### src/pkg/ubs_pkg.sv
// Package with register map, field positions, reset values, state types and carriers of the receive break block.
package ubs_pkg;

  // Register indices; the byte address is four times the index.
  localparam logic [5:0]  IDX_CTRL   = 6'h00;
  localparam logic [5:0]  IDX_BAUD   = 6'h01;
  localparam logic [5:0]  IDX_STAT   = 6'h02;
  localparam logic [5:0]  IDX_DATA   = 6'h03;
  localparam logic [5:0]  IDX_S2     = 6'h05;

  // Control register fields.
  localparam int unsigned CTRL_NINE  = 0;
  localparam int unsigned CTRL_TWO   = 1;
  localparam int unsigned CTRL_STBY  = 2;
  localparam int unsigned CTRL_BRK   = 3;

  // Receive status register fields.
  localparam int unsigned STAT_FULL  = 0;
  localparam int unsigned STAT_FE    = 1;
  localparam int unsigned STAT_IDLE  = 2;

  // Fields of receive_break_status_control.
  localparam int unsigned S2_BRKF    = 7;
  localparam int unsigned S2_EDGE    = 6;
  localparam int unsigned S2_INV     = 4;
  localparam int unsigned S2_WAKE    = 3;
  localparam int unsigned S2_LONG    = 2;
  localparam int unsigned S2_EXT     = 1;
  localparam int unsigned S2_ACT     = 0;

  // Reset values and frame arithmetic.
  localparam logic [15:0] BAUD_RESET = 16'h0364;
  localparam logic [3:0]  FRAME_BASE = 4'ha;
  localparam logic [3:0]  EXT_NONE   = 4'h0;
  localparam logic [3:0]  EXT_RX     = 4'h1;
  localparam logic [3:0]  EXT_TX     = 4'h3;
  localparam logic [3:0]  DATA_BITS8 = 4'h8;
  localparam logic [3:0]  DATA_BITS9 = 4'h9;
  localparam logic [3:0]  CNT_MAX    = 4'hf;

  // Software configuration carried as one group.
  typedef struct packed {
    logic nine_bit_select;
    logic two_stop_select;
    logic receiver_standby;
    logic rx_polarity_invert;
    logic wake_idle_flag_select;
    logic long_break_select;
    logic break_detect_extension;
  } ubs_cfg_type;

  // One-cycle events from the receiver to the flag registers and the standby bit.
  typedef struct packed {
    logic rx_full_set;
    logic framing_set;
    logic break_set;
    logic idle_set;
    logic wake;
    logic edge_set;
  } ubs_evt_type;

  typedef enum logic [5:0] {
    RX_IDLE   = 6'b000001,
    RX_START  = 6'b000010,
    RX_DATA   = 6'b000100,
    RX_STOP   = 6'b001000,
    RX_BREAK  = 6'b010000,
    RX_WAITHI = 6'b100000
  } ubs_rx_state_type;

  typedef enum logic [1:0] {
    TX_IDLE  = 2'b01,
    TX_BREAK = 2'b10
  } ubs_tx_state_type;

endpackage

### src/core/ubs_top.sv
// Receive polarity, wake idle, break length and receiver activity logic of a serial port, with APB registers.
//
// Design decisions made here: the address map and the APB slave port.
`timescale 1ns/100ps
`default_nettype none
module ubs_top #(
  parameter int unsigned DIV_W = 16
) (
  input  wire logic        I_CLOCK,
  input  wire logic        I_RST,
  input  wire logic        I_PSEL,
  input  wire logic        I_PENABLE,
  input  wire logic        I_PWRITE,
  input  wire logic [7:0]  I_PADDR,
  input  wire logic [31:0] I_PWDATA,
  output logic      [31:0] O_PRDATA,
  output logic             O_PREADY,
  output logic             O_PSLVERR,
  input  wire logic        I_RXD,
  output logic             O_TXD
);

  ubs_pkg::ubs_cfg_type      cfg_q;
  ubs_pkg::ubs_cfg_type      cfg_d;
  ubs_pkg::ubs_evt_type      evt;
  ubs_pkg::ubs_rx_state_type rx_st_q;
  ubs_pkg::ubs_rx_state_type rx_st_d;
  ubs_pkg::ubs_tx_state_type tx_st_q;
  ubs_pkg::ubs_tx_state_type tx_st_d;
  logic [DIV_W-1:0] baud_q;
  logic [DIV_W-1:0] baud_d;
  logic             full_q;
  logic             full_d;
  logic             fe_q;
  logic             fe_d;
  logic             idle_q;
  logic             idle_d;
  logic             brkf_q;
  logic             brkf_d;
  logic             edge_q;
  logic             edge_d;
  logic [31:0]      prdata_d;
  logic             pready_d;
  logic             pslverr_d;
  logic             wr_en;
  logic             rd_map;
  logic [5:0]       idx;
  logic             tx_start;
  logic             rx_in;
  logic             rx_prev_q;
  logic             rx_prev_d;
  logic             active_q;
  logic             active_d;
  logic             armed_q;
  logic             armed_d;
  logic [3:0]       bit_q;
  logic [3:0]       bit_d;
  logic [3:0]       low_q;
  logic [3:0]       low_d;
  logic [3:0]       idle_cnt_q;
  logic [3:0]       idle_cnt_d;
  logic [8:0]       shift_q;
  logic [8:0]       shift_d;
  logic [8:0]       rdata_q;
  logic [8:0]       rdata_d;
  logic             rx_restart;
  logic             rx_tick;
  logic [3:0]       tx_cnt_q;
  logic [3:0]       tx_cnt_d;
  logic             txd_d;
  logic             tx_tick;
  logic [3:0]       frame_bits;
  logic [3:0]       rx_thresh;
  logic [3:0]       tx_len;
  logic [3:0]       data_bits;

  // Frame lengths: plain frame, receive break threshold and sent break length.
  ubs_frame_len u_len_frame (
    .i_nine     (cfg_q.nine_bit_select),
    .i_two_stop (cfg_q.two_stop_select),
    .i_extra    (ubs_pkg::EXT_NONE),
    .o_len      (frame_bits)
  );

  ubs_frame_len u_len_rx (
    .i_nine     (cfg_q.nine_bit_select),
    .i_two_stop (cfg_q.two_stop_select),
    .i_extra    (cfg_q.break_detect_extension ? ubs_pkg::EXT_RX : ubs_pkg::EXT_NONE),
    .o_len      (rx_thresh)
  );

  ubs_frame_len u_len_tx (
    .i_nine     (cfg_q.nine_bit_select),
    .i_two_stop (cfg_q.two_stop_select),
    .i_extra    (cfg_q.long_break_select ? ubs_pkg::EXT_TX : ubs_pkg::EXT_NONE),
    .o_len      (tx_len)
  );

  // Bit-rate ticks for the receiver, resynchronised on every start edge.
  ubs_div #(.WIDTH(DIV_W)) u_div_rx (
    .i_clk     (I_CLOCK),
    .i_rst     (I_RST),
    .i_restart (rx_restart),
    .i_half    (1'b1),
    .i_divisor (baud_q),
    .o_tick    (rx_tick)
  );

  // Bit-rate ticks for the transmitter, aligned to the break request.
  ubs_div #(.WIDTH(DIV_W)) u_div_tx (
    .i_clk     (I_CLOCK),
    .i_rst     (I_RST),
    .i_restart (tx_start),
    .i_half    (1'b0),
    .i_divisor (baud_q),
    .o_tick    (tx_tick)
  );

  assign data_bits = cfg_q.nine_bit_select ? ubs_pkg::DATA_BITS9 : ubs_pkg::DATA_BITS8;
  assign rx_in     = I_RXD ^ cfg_q.rx_polarity_invert;
  assign idx       = I_PADDR[7:2];
  assign wr_en     = I_PSEL & I_PENABLE & I_PWRITE & O_PREADY;
  assign tx_start  = wr_en && idx == ubs_pkg::IDX_CTRL && I_PWDATA[ubs_pkg::CTRL_BRK] && tx_st_q == ubs_pkg::TX_IDLE;

  // APB slave and register file; every flag lets a hardware set win over a software clear.
  always_comb
  begin
    cfg_d     = cfg_q;
    baud_d    = baud_q;
    prdata_d  = O_PRDATA;
    pready_d  = I_PSEL & I_PENABLE & ~O_PREADY;
    pslverr_d = 1'b0;
    rd_map    = 1'b1;
    full_d    = full_q | evt.rx_full_set;
    fe_d      = fe_q | evt.framing_set;
    idle_d    = idle_q | evt.idle_set;
    brkf_d    = brkf_q | evt.break_set;
    edge_d    = edge_q | evt.edge_set;
    if (evt.wake)
      cfg_d.receiver_standby = 1'b0;
    if (pready_d)
    begin
      prdata_d = '0;
      case (idx)
        ubs_pkg::IDX_CTRL:
        begin
          prdata_d[ubs_pkg::CTRL_NINE] = cfg_q.nine_bit_select;
          prdata_d[ubs_pkg::CTRL_TWO]  = cfg_q.two_stop_select;
          prdata_d[ubs_pkg::CTRL_STBY] = cfg_q.receiver_standby;
          prdata_d[ubs_pkg::CTRL_BRK]  = tx_st_q == ubs_pkg::TX_BREAK;
        end
        ubs_pkg::IDX_BAUD:
          prdata_d[DIV_W-1:0] = baud_q;
        ubs_pkg::IDX_STAT:
        begin
          prdata_d[ubs_pkg::STAT_FULL] = full_q;
          prdata_d[ubs_pkg::STAT_FE]   = fe_q;
          prdata_d[ubs_pkg::STAT_IDLE] = idle_q;
        end
        ubs_pkg::IDX_DATA:
          prdata_d[8:0] = rdata_q;
        ubs_pkg::IDX_S2:
        begin
          prdata_d[ubs_pkg::S2_BRKF] = brkf_q;
          prdata_d[ubs_pkg::S2_EDGE] = edge_q;
          prdata_d[ubs_pkg::S2_INV]  = cfg_q.rx_polarity_invert;
          prdata_d[ubs_pkg::S2_WAKE] = cfg_q.wake_idle_flag_select;
          prdata_d[ubs_pkg::S2_LONG] = cfg_q.long_break_select;
          prdata_d[ubs_pkg::S2_EXT]  = cfg_q.break_detect_extension;
          prdata_d[ubs_pkg::S2_ACT]  = active_q;
        end
        default:
          rd_map = 1'b0;
      endcase
      pslverr_d = ~rd_map;
    end
    if (wr_en)
    begin
      case (idx)
        ubs_pkg::IDX_CTRL:
        begin
          cfg_d.nine_bit_select  = I_PWDATA[ubs_pkg::CTRL_NINE];
          cfg_d.two_stop_select  = I_PWDATA[ubs_pkg::CTRL_TWO];
          cfg_d.receiver_standby = I_PWDATA[ubs_pkg::CTRL_STBY];
        end
        ubs_pkg::IDX_BAUD:
          baud_d = I_PWDATA[DIV_W-1:0];
        ubs_pkg::IDX_STAT:
        begin
          full_d = evt.rx_full_set | (full_q & ~I_PWDATA[ubs_pkg::STAT_FULL]);
          fe_d   = evt.framing_set | (fe_q & ~I_PWDATA[ubs_pkg::STAT_FE]);
          idle_d = evt.idle_set | (idle_q & ~I_PWDATA[ubs_pkg::STAT_IDLE]);
        end
        ubs_pkg::IDX_S2:
        begin
          brkf_d = evt.break_set | (brkf_q & ~I_PWDATA[ubs_pkg::S2_BRKF]);
          edge_d = evt.edge_set | (edge_q & ~I_PWDATA[ubs_pkg::S2_EDGE]);
          cfg_d.rx_polarity_invert     = I_PWDATA[ubs_pkg::S2_INV];
          cfg_d.wake_idle_flag_select  = I_PWDATA[ubs_pkg::S2_WAKE];
          cfg_d.long_break_select      = I_PWDATA[ubs_pkg::S2_LONG];
          cfg_d.break_detect_extension = I_PWDATA[ubs_pkg::S2_EXT];
        end
        default:
          cfg_d = cfg_q;
      endcase
    end
  end

  // Register file flip-flops.
  always_ff @(posedge I_CLOCK)
  begin
    if (I_RST)
    begin
      cfg_q     <= '0;
      baud_q    <= ubs_pkg::BAUD_RESET[DIV_W-1:0];
      full_q    <= 1'b0;
      fe_q      <= 1'b0;
      idle_q    <= 1'b0;
      brkf_q    <= 1'b0;
      edge_q    <= 1'b0;
      O_PRDATA  <= '0;
      O_PREADY  <= 1'b0;
      O_PSLVERR <= 1'b0;
    end
    else
    begin
      cfg_q     <= cfg_d;
      baud_q    <= baud_d;
      full_q    <= full_d;
      fe_q      <= fe_d;
      idle_q    <= idle_d;
      brkf_q    <= brkf_d;
      edge_q    <= edge_d;
      O_PRDATA  <= prdata_d;
      O_PREADY  <= pready_d;
      O_PSLVERR <= pslverr_d;
    end
  end

  // Receiver: start, data, stop, break and idle detection on the polarity-corrected line.
  // Consecutive low bit times are counted across the frame, so a break needs no separate timer.
  always_comb
  begin
    rx_st_d    = rx_st_q;
    rx_prev_d  = rx_in;
    active_d   = active_q;
    armed_d    = armed_q;
    bit_d      = bit_q;
    low_d      = low_q;
    idle_cnt_d = idle_cnt_q;
    shift_d    = shift_q;
    rdata_d    = rdata_q;
    rx_restart = 1'b0;
    evt        = '0;
    evt.edge_set = rx_prev_q & ~rx_in;
    if (rx_tick && rx_in == 1'b0 && low_q != ubs_pkg::CNT_MAX)
      low_d = low_q + 4'h1;
    else if (rx_tick)
      low_d = '0;
    case (rx_st_q)
      ubs_pkg::RX_IDLE:
      begin
        if (!rx_in)
        begin
          rx_st_d    = ubs_pkg::RX_START;
          rx_restart = 1'b1;
          active_d   = 1'b1;
          low_d      = '0;
          idle_cnt_d = '0;
        end
        else if (rx_tick && armed_q)
        begin
          idle_cnt_d = idle_cnt_q + 4'h1;
          if (idle_cnt_d == frame_bits)
          begin
            armed_d      = 1'b0;
            active_d     = 1'b0;
            evt.wake     = cfg_q.receiver_standby;
            evt.idle_set = ~cfg_q.receiver_standby | cfg_q.wake_idle_flag_select;
          end
        end
      end
      ubs_pkg::RX_START:
      begin
        if (rx_tick && rx_in)
        begin
          rx_st_d  = ubs_pkg::RX_IDLE; // Glitch, not a valid start bit.
          active_d = 1'b0;
        end
        else if (rx_tick)
        begin
          rx_st_d = ubs_pkg::RX_DATA;
          bit_d   = '0;
        end
      end
      ubs_pkg::RX_DATA:
      begin
        if (rx_tick)
        begin
          shift_d = cfg_q.nine_bit_select ? {rx_in, shift_q[8:1]} : {1'b0, rx_in, shift_q[7:1]};
          bit_d   = bit_q + 4'h1;
          if (bit_d == data_bits)
          begin
            rx_st_d = ubs_pkg::RX_STOP;
            bit_d   = '0;
          end
        end
      end
      ubs_pkg::RX_STOP:
      begin
        if (rx_tick && rx_in && cfg_q.two_stop_select && bit_q == 4'h0)
          bit_d = 4'h1;
        else if (rx_tick)
        begin
          rdata_d = shift_q;
          evt.rx_full_set = ~cfg_q.receiver_standby & ~cfg_q.break_detect_extension;
          // Framing check ignores long_break_select entirely.
          evt.framing_set = ~rx_in & ~cfg_q.break_detect_extension;
          armed_d = 1'b1;
          if (rx_in)
            rx_st_d = ubs_pkg::RX_IDLE;
          else if (low_d >= rx_thresh)
          begin
            evt.break_set = cfg_q.break_detect_extension;
            rx_st_d       = ubs_pkg::RX_WAITHI;
          end
          else if (low_d == frame_bits - {3'h0, ~bit_q[0] & cfg_q.two_stop_select})
            rx_st_d = ubs_pkg::RX_BREAK;
          else
            rx_st_d = ubs_pkg::RX_WAITHI;
        end
      end
      ubs_pkg::RX_BREAK:
      begin
        if (rx_tick && rx_in)
          rx_st_d = ubs_pkg::RX_IDLE;
        else if (rx_tick && low_d >= rx_thresh)
        begin
          evt.break_set = cfg_q.break_detect_extension;
          rx_st_d       = ubs_pkg::RX_WAITHI;
        end
      end
      ubs_pkg::RX_WAITHI:
      begin
        if (rx_in)
        begin
          rx_st_d    = ubs_pkg::RX_IDLE;
          idle_cnt_d = '0;
        end
      end
      default:
        rx_st_d = ubs_pkg::RX_IDLE;
    endcase
  end

  // Receiver flip-flops; the previous line level resets high so no edge is seen at reset.
  always_ff @(posedge I_CLOCK)
  begin
    if (I_RST)
    begin
      rx_st_q    <= ubs_pkg::RX_IDLE;
      rx_prev_q  <= 1'b1;
      active_q   <= 1'b0;
      armed_q    <= 1'b0;
      bit_q      <= '0;
      low_q      <= '0;
      idle_cnt_q <= '0;
      shift_q    <= '0;
      rdata_q    <= '0;
    end
    else
    begin
      rx_st_q    <= rx_st_d;
      rx_prev_q  <= rx_prev_d;
      active_q   <= active_d;
      armed_q    <= armed_d;
      bit_q      <= bit_d;
      low_q      <= low_d;
      idle_cnt_q <= idle_cnt_d;
      shift_q    <= shift_d;
      rdata_q    <= rdata_d;
    end
  end

  // Break transmitter: holds the line low for the selected number of bit times.
  always_comb
  begin
    tx_st_d  = tx_st_q;
    tx_cnt_d = tx_cnt_q;
    txd_d    = 1'b1;
    case (tx_st_q)
      ubs_pkg::TX_IDLE:
      begin
        if (tx_start)
        begin
          tx_st_d  = ubs_pkg::TX_BREAK;
          tx_cnt_d = tx_len;
          txd_d    = 1'b0;
        end
      end
      ubs_pkg::TX_BREAK:
      begin
        txd_d = 1'b0;
        if (tx_tick)
        begin
          tx_cnt_d = tx_cnt_q - 4'h1;
          if (tx_cnt_d == 4'h0)
          begin
            tx_st_d = ubs_pkg::TX_IDLE;
            txd_d   = 1'b1;
          end
        end
      end
      default:
        tx_st_d = ubs_pkg::TX_IDLE;
    endcase
  end

  // Transmitter flip-flops; the line idles high.
  always_ff @(posedge I_CLOCK)
  begin
    if (I_RST)
    begin
      tx_st_q  <= ubs_pkg::TX_IDLE;
      tx_cnt_q <= '0;
      O_TXD    <= 1'b1;
    end
    else
    begin
      tx_st_q  <= tx_st_d;
      tx_cnt_q <= tx_cnt_d;
      O_TXD    <= txd_d;
    end
  end

endmodule
`default_nettype wire

### src/core/ubs_div.sv
// Bit-rate divider that emits a one-cycle tick per bit time, restartable at a chosen phase.
`timescale 1ns/100ps
`default_nettype none
module ubs_div #(
  parameter int unsigned WIDTH = 16
) (
  input  wire logic             i_clk,
  input  wire logic             i_rst,
  input  wire logic             i_restart,
  input  wire logic             i_half,
  input  wire logic [WIDTH-1:0] i_divisor,
  output logic                  o_tick
);

  logic [WIDTH-1:0] cnt_q;
  logic [WIDTH-1:0] cnt_d;
  logic             tick_d;

  // A half-period start puts the first tick in the middle of a start bit.
  always_comb
  begin
    tick_d = 1'b0;
    if (i_restart)
      cnt_d = i_half ? (i_divisor >> 1) : i_divisor;
    else if (cnt_q <= {{(WIDTH-1){1'b0}}, 1'b1})
    begin
      cnt_d  = i_divisor;
      tick_d = 1'b1;
    end
    else
      cnt_d = cnt_q - {{(WIDTH-1){1'b0}}, 1'b1};
  end

  // Tick is registered, so every sample lags its count by one cycle.
  always_ff @(posedge i_clk)
  begin
    if (i_rst)
    begin
      cnt_q  <= '0;
      o_tick <= 1'b0;
    end
    else
    begin
      cnt_q  <= cnt_d;
      o_tick <= tick_d;
    end
  end

endmodule
`default_nettype wire

### src/core/ubs_frame_len.sv
// Length in bit times of a frame from character size, stop bits and an extra allowance.
`timescale 1ns/100ps
`default_nettype none
module ubs_frame_len (
  input  wire logic       i_nine,
  input  wire logic       i_two_stop,
  input  wire logic [3:0] i_extra,
  output logic      [3:0] o_len
);

  // Largest sum is fifteen, so four bits never overflow.
  assign o_len = ubs_pkg::FRAME_BASE + {3'h0, i_nine} + {3'h0, i_two_stop} + i_extra;

endmodule
`default_nettype wire

### config.mk
export PLATFORM = sky130hd
export DESIGN_NAME = ubs_top
export DESIGN_NICKNAME = d
export VERILOG_FILES = /design/src/pkg/ubs_pkg.sv /design/src/core/ubs_top.sv /design/src/core/ubs_div.sv /design/src/core/ubs_frame_len.sv
export SDC_FILE = /design/constraint.sdc
export NUM_CORES = 1
export LEC_CHECK = 0
export ABC_AREA = 1
export BUFFER_PORTS_ARGS = -buffer_cell sky130_fd_sc_hd__buf_2
export CORE_MARGIN = 1.5
export CORE_UTILIZATION = 40
export DETAILED_ROUTE_END_ITERATION = 12
export PLACE_DENSITY_LB_ADDON = 0.12
export REMOVE_ABC_BUFFERS = 1
export SETUP_SLACK_MARGIN = 0.1
export SYNTH_ARGS = -nofsm -noshare
export SYNTH_HDL_FRONTEND = slang
export SYNTH_SLANG_ARGS = --single-unit
### constraint.sdc
create_clock -name I_CLOCK -period 2.3 [get_ports I_CLOCK]
set_input_delay 0.23 -clock I_CLOCK [delete_from_list [all_inputs] [get_ports I_CLOCK]]
set_output_delay 0.23 -clock I_CLOCK [all_outputs]
set_load 0.01 [all_outputs]
==> flow_summary.toml <==
[sta]
drv_slew = 0
setup_viol = 0
setup_ws_ns = 0.218
max_freq_mhz = 480
max-slew-margin-rel = 0.544
rsz0062_at_grt = "yes"
worst_pin_slew_ns = 0.679
period_needed_ns = 2.08
timing.final.crit_share = 0.905
hold_viol_final = 0
clock_skew_ns = 0.0164
fin_tns_setup_ns = 0

[detailed_routing]
wirelength_mm = 18.0
drcViolationCount = 0
wl_per_cell_um = 14.5
drt.antenna.violating_nets = 0
routed_via_density = 4.97
dr.first_iter.drc_count = 422
vias = 6149
firstDrtPassIters = 5

[floorplan]
ios = 81
die_y_um = 131
start_util = 0.412
die_w_um = 131
core_mm2 = 0.0159
rows = 46
die_area_mm2 = 0.0172

[cells_and_area]
multiInputGateArea_mm2 = 0.00351
ff_latch_area_mm2 = 0.00253
drive_above_1_share = 0.150
fin_nets = 1077
diodes = 0
fillers = 1674
final_cell_area_mm2 = 0.00780
syn_to_final_growth_pct = 18.9

[logic_synthesis]
synth_common_cells = "nand2_1 (173), nor2_1 (130), dfxtp_1 (126)"
synth_most_common_cell = "nand2_1"
ys_ff_latch = 126
synth_top_area_frac = 0.384
syn_inst = 937
synth.distinct_cells = 46
synth_edf_count = 0
yosysWarnings = 0
synth_area_leaders = "dfxtp_1 (38%), nand2_1 (9.9%), o21ai_0 (7.7%)"
async_reset_ff_frac = 0
yosys_most_used_dff = "dfxtp_1"
synth_area_mm2 = 0.00657
yosysSeqAreaShare = 0.384
syn_avg_cell_area_um2 = 7.01
synth_top_cell_by_area = "dfxtp_1"

[power]
powerDensity_mw_per_mm2 = 1050
p_leak_uw = 0.00351
ir_drop_v = 0.000601
total_power_uw = 8220

[critical_path]
slowest_stage = "dfxtp_2"
worstSetupStartpoint = "low_q[1]$_SDFF_PP0_"
r2r_start = "low_q[1]$_SDFF_PP0_"
crit_type = "reg -> reg"
start_kind = "flop"
max_stage_delay_ns = 0.35
crit_chain = "ha_4, nand3_4, buf_6, nand4_1, nand2_1, ha_1, o21ai_1, nand2_1, a21oi_2, o21ai_1, nand2_1, inv_2, nand2_2, a21oi_2"
path_max_fanout = 5
end_kind = "flop"
cpMostUsedCell = "nand2_1"
arrival_ns = 2.36
required_ns = 2.58
reg2reg_depth = 14

[grt]
grt_pass1_vias = 5805
grt_max_degree = 31
grt_pass1_wl_mm = 29.5
grt_antenna_before_repair = 0
grt_usage = 0.214
grt_overflow = 0

[clocking]
cts_made_buffers = 17
cts_hold_buffers = 0
cts_htree_levels = 4
cts_root_buffer = "clkbuf_16"
clk_pin_slew_worst_paths_ns = 0.06
cts.sinks = 126
cts_tree = "built"
insertion_delay_ns = 0.42
cts_buffer_depth = 2

[outcome]
status = "completed"

[min_path]
worstHoldPathCells = 3
worstHoldStart = "I_PWDATA[5]"
min_path_type = "in -> reg"

[place]
gp_congestion = 0.830
placed_area_mm2 = 0.00713
pre_cts_slack_ns = 0.0251
port_buffers = 46
dp_hpwl_mm = 13.2

[run]
maxCapViolations = 0
## worst paths after layout
path	endpoint	slack, ns
worst max-delay path	rx_st_q[3]$_SDFFE_PP0P_	0.22
worst min-delay path	baud_q[5]$_SDFFE_PP1P_	0.03
worst max register to register	rx_st_q[3]$_SDFFE_PP0P_	0.22
worst min register to register	edge_q$_SDFF_PP0_	0.45
## power breakdown
part           total [uW]  switching, uW  internal, uW
Combinational        2730           1740           983
Sequential           2770            245          2520
Clock                2730           1090          1640
## cell families after synthesis
family	Yosys count	synth area share
AOI/OAI and AO/OA	218	0.183
xor gates and xnor gates	21	0.0280
adders and majority gates	23	0.0461
buffers and inverters	154	0.101
DFF	126	0.384
muxes	1	0.00152
other	1	0.000571
and+or+nand+nor	393	0.256
## cells in the final DEF, fill, tap and decap left out, drive strengths merged, types with 4 or more instances in the layout
master  count
nand4      17
nor2      138
o21ai     104
buf        77
nand3      45
nand2     180
dfxtp     126
ha         21
nor3        6
clkinv      6
a21oi      76
a211oi      5
clkbuf     18
a22oi       4
conb       16
xnor2       6
xor2       15
o211ai     16
inv       118
o22ai       4
## final cells by class
type                       count  share of cell area
clock buffer                  18              0.0563
clock inverter                14              0.0199
inverter                     114              0.0548
multi-input combinational    672               0.449
sequential                   126               0.324
tap                          216              0.0346
timing repair buffer          77              0.0614
## worst max-delay path: cells and delay by family (launching register included)
kind | cells | cell delay (ns)
simple gates | 6 | 0.57
fa+ha+maj | 2 | 0.42
compound gates | 4 | 0.40
flops | 1 | 0.35
buf+inv | 2 | 0.21
## layer usage
layer  vias to the layer above  wire length (um)  part of all wire  track usage
met1                      2835              8610              0.48        0.286
met4                         0               201             0.011       0.0562
met2                       101              8570              0.48        0.351
met3                        14               593             0.033       0.0424
li1                       3199                 -                 -            -
met5                         -                 0                 0            0
## what timing repair did
| item | 4_1_cts | 5_1_grt |
|---|---|---|
| buffers inserted | 0 | 1 |
| pin swaps | 1 | 12 |
| setup endpoints to repair | 6 | 6 |
| gates resized for setup | 2 | 18 |
## sequential cells by signal, summed over array words and instances (netlist names), 2 cells and up
register	flops
O_PRDATA	16
baud_q	16
bit_q	4
cfg_q	7
idle_cnt_q	4
low_q	4
rdata_q	9
rx_st_q	6
shift_q	9
tx_cnt_q	4
tx_st_q	2
u_div_rx.cnt_q	16
u_div_tx.cnt_q	16
## through the flow
step,hold WS [ns],cells,util
2_1_floorplan,0.299,912,-
3_3_place_gp,0.442,1204,0.447
3_5_place_dp,0.442,1204,0.447
4_1_cts,0.0240,1236,0.485
5_1_grt,0.0341,1237,0.490
6_report,0.0308,1237,0.490
Power figures use the tool's default switching activity.
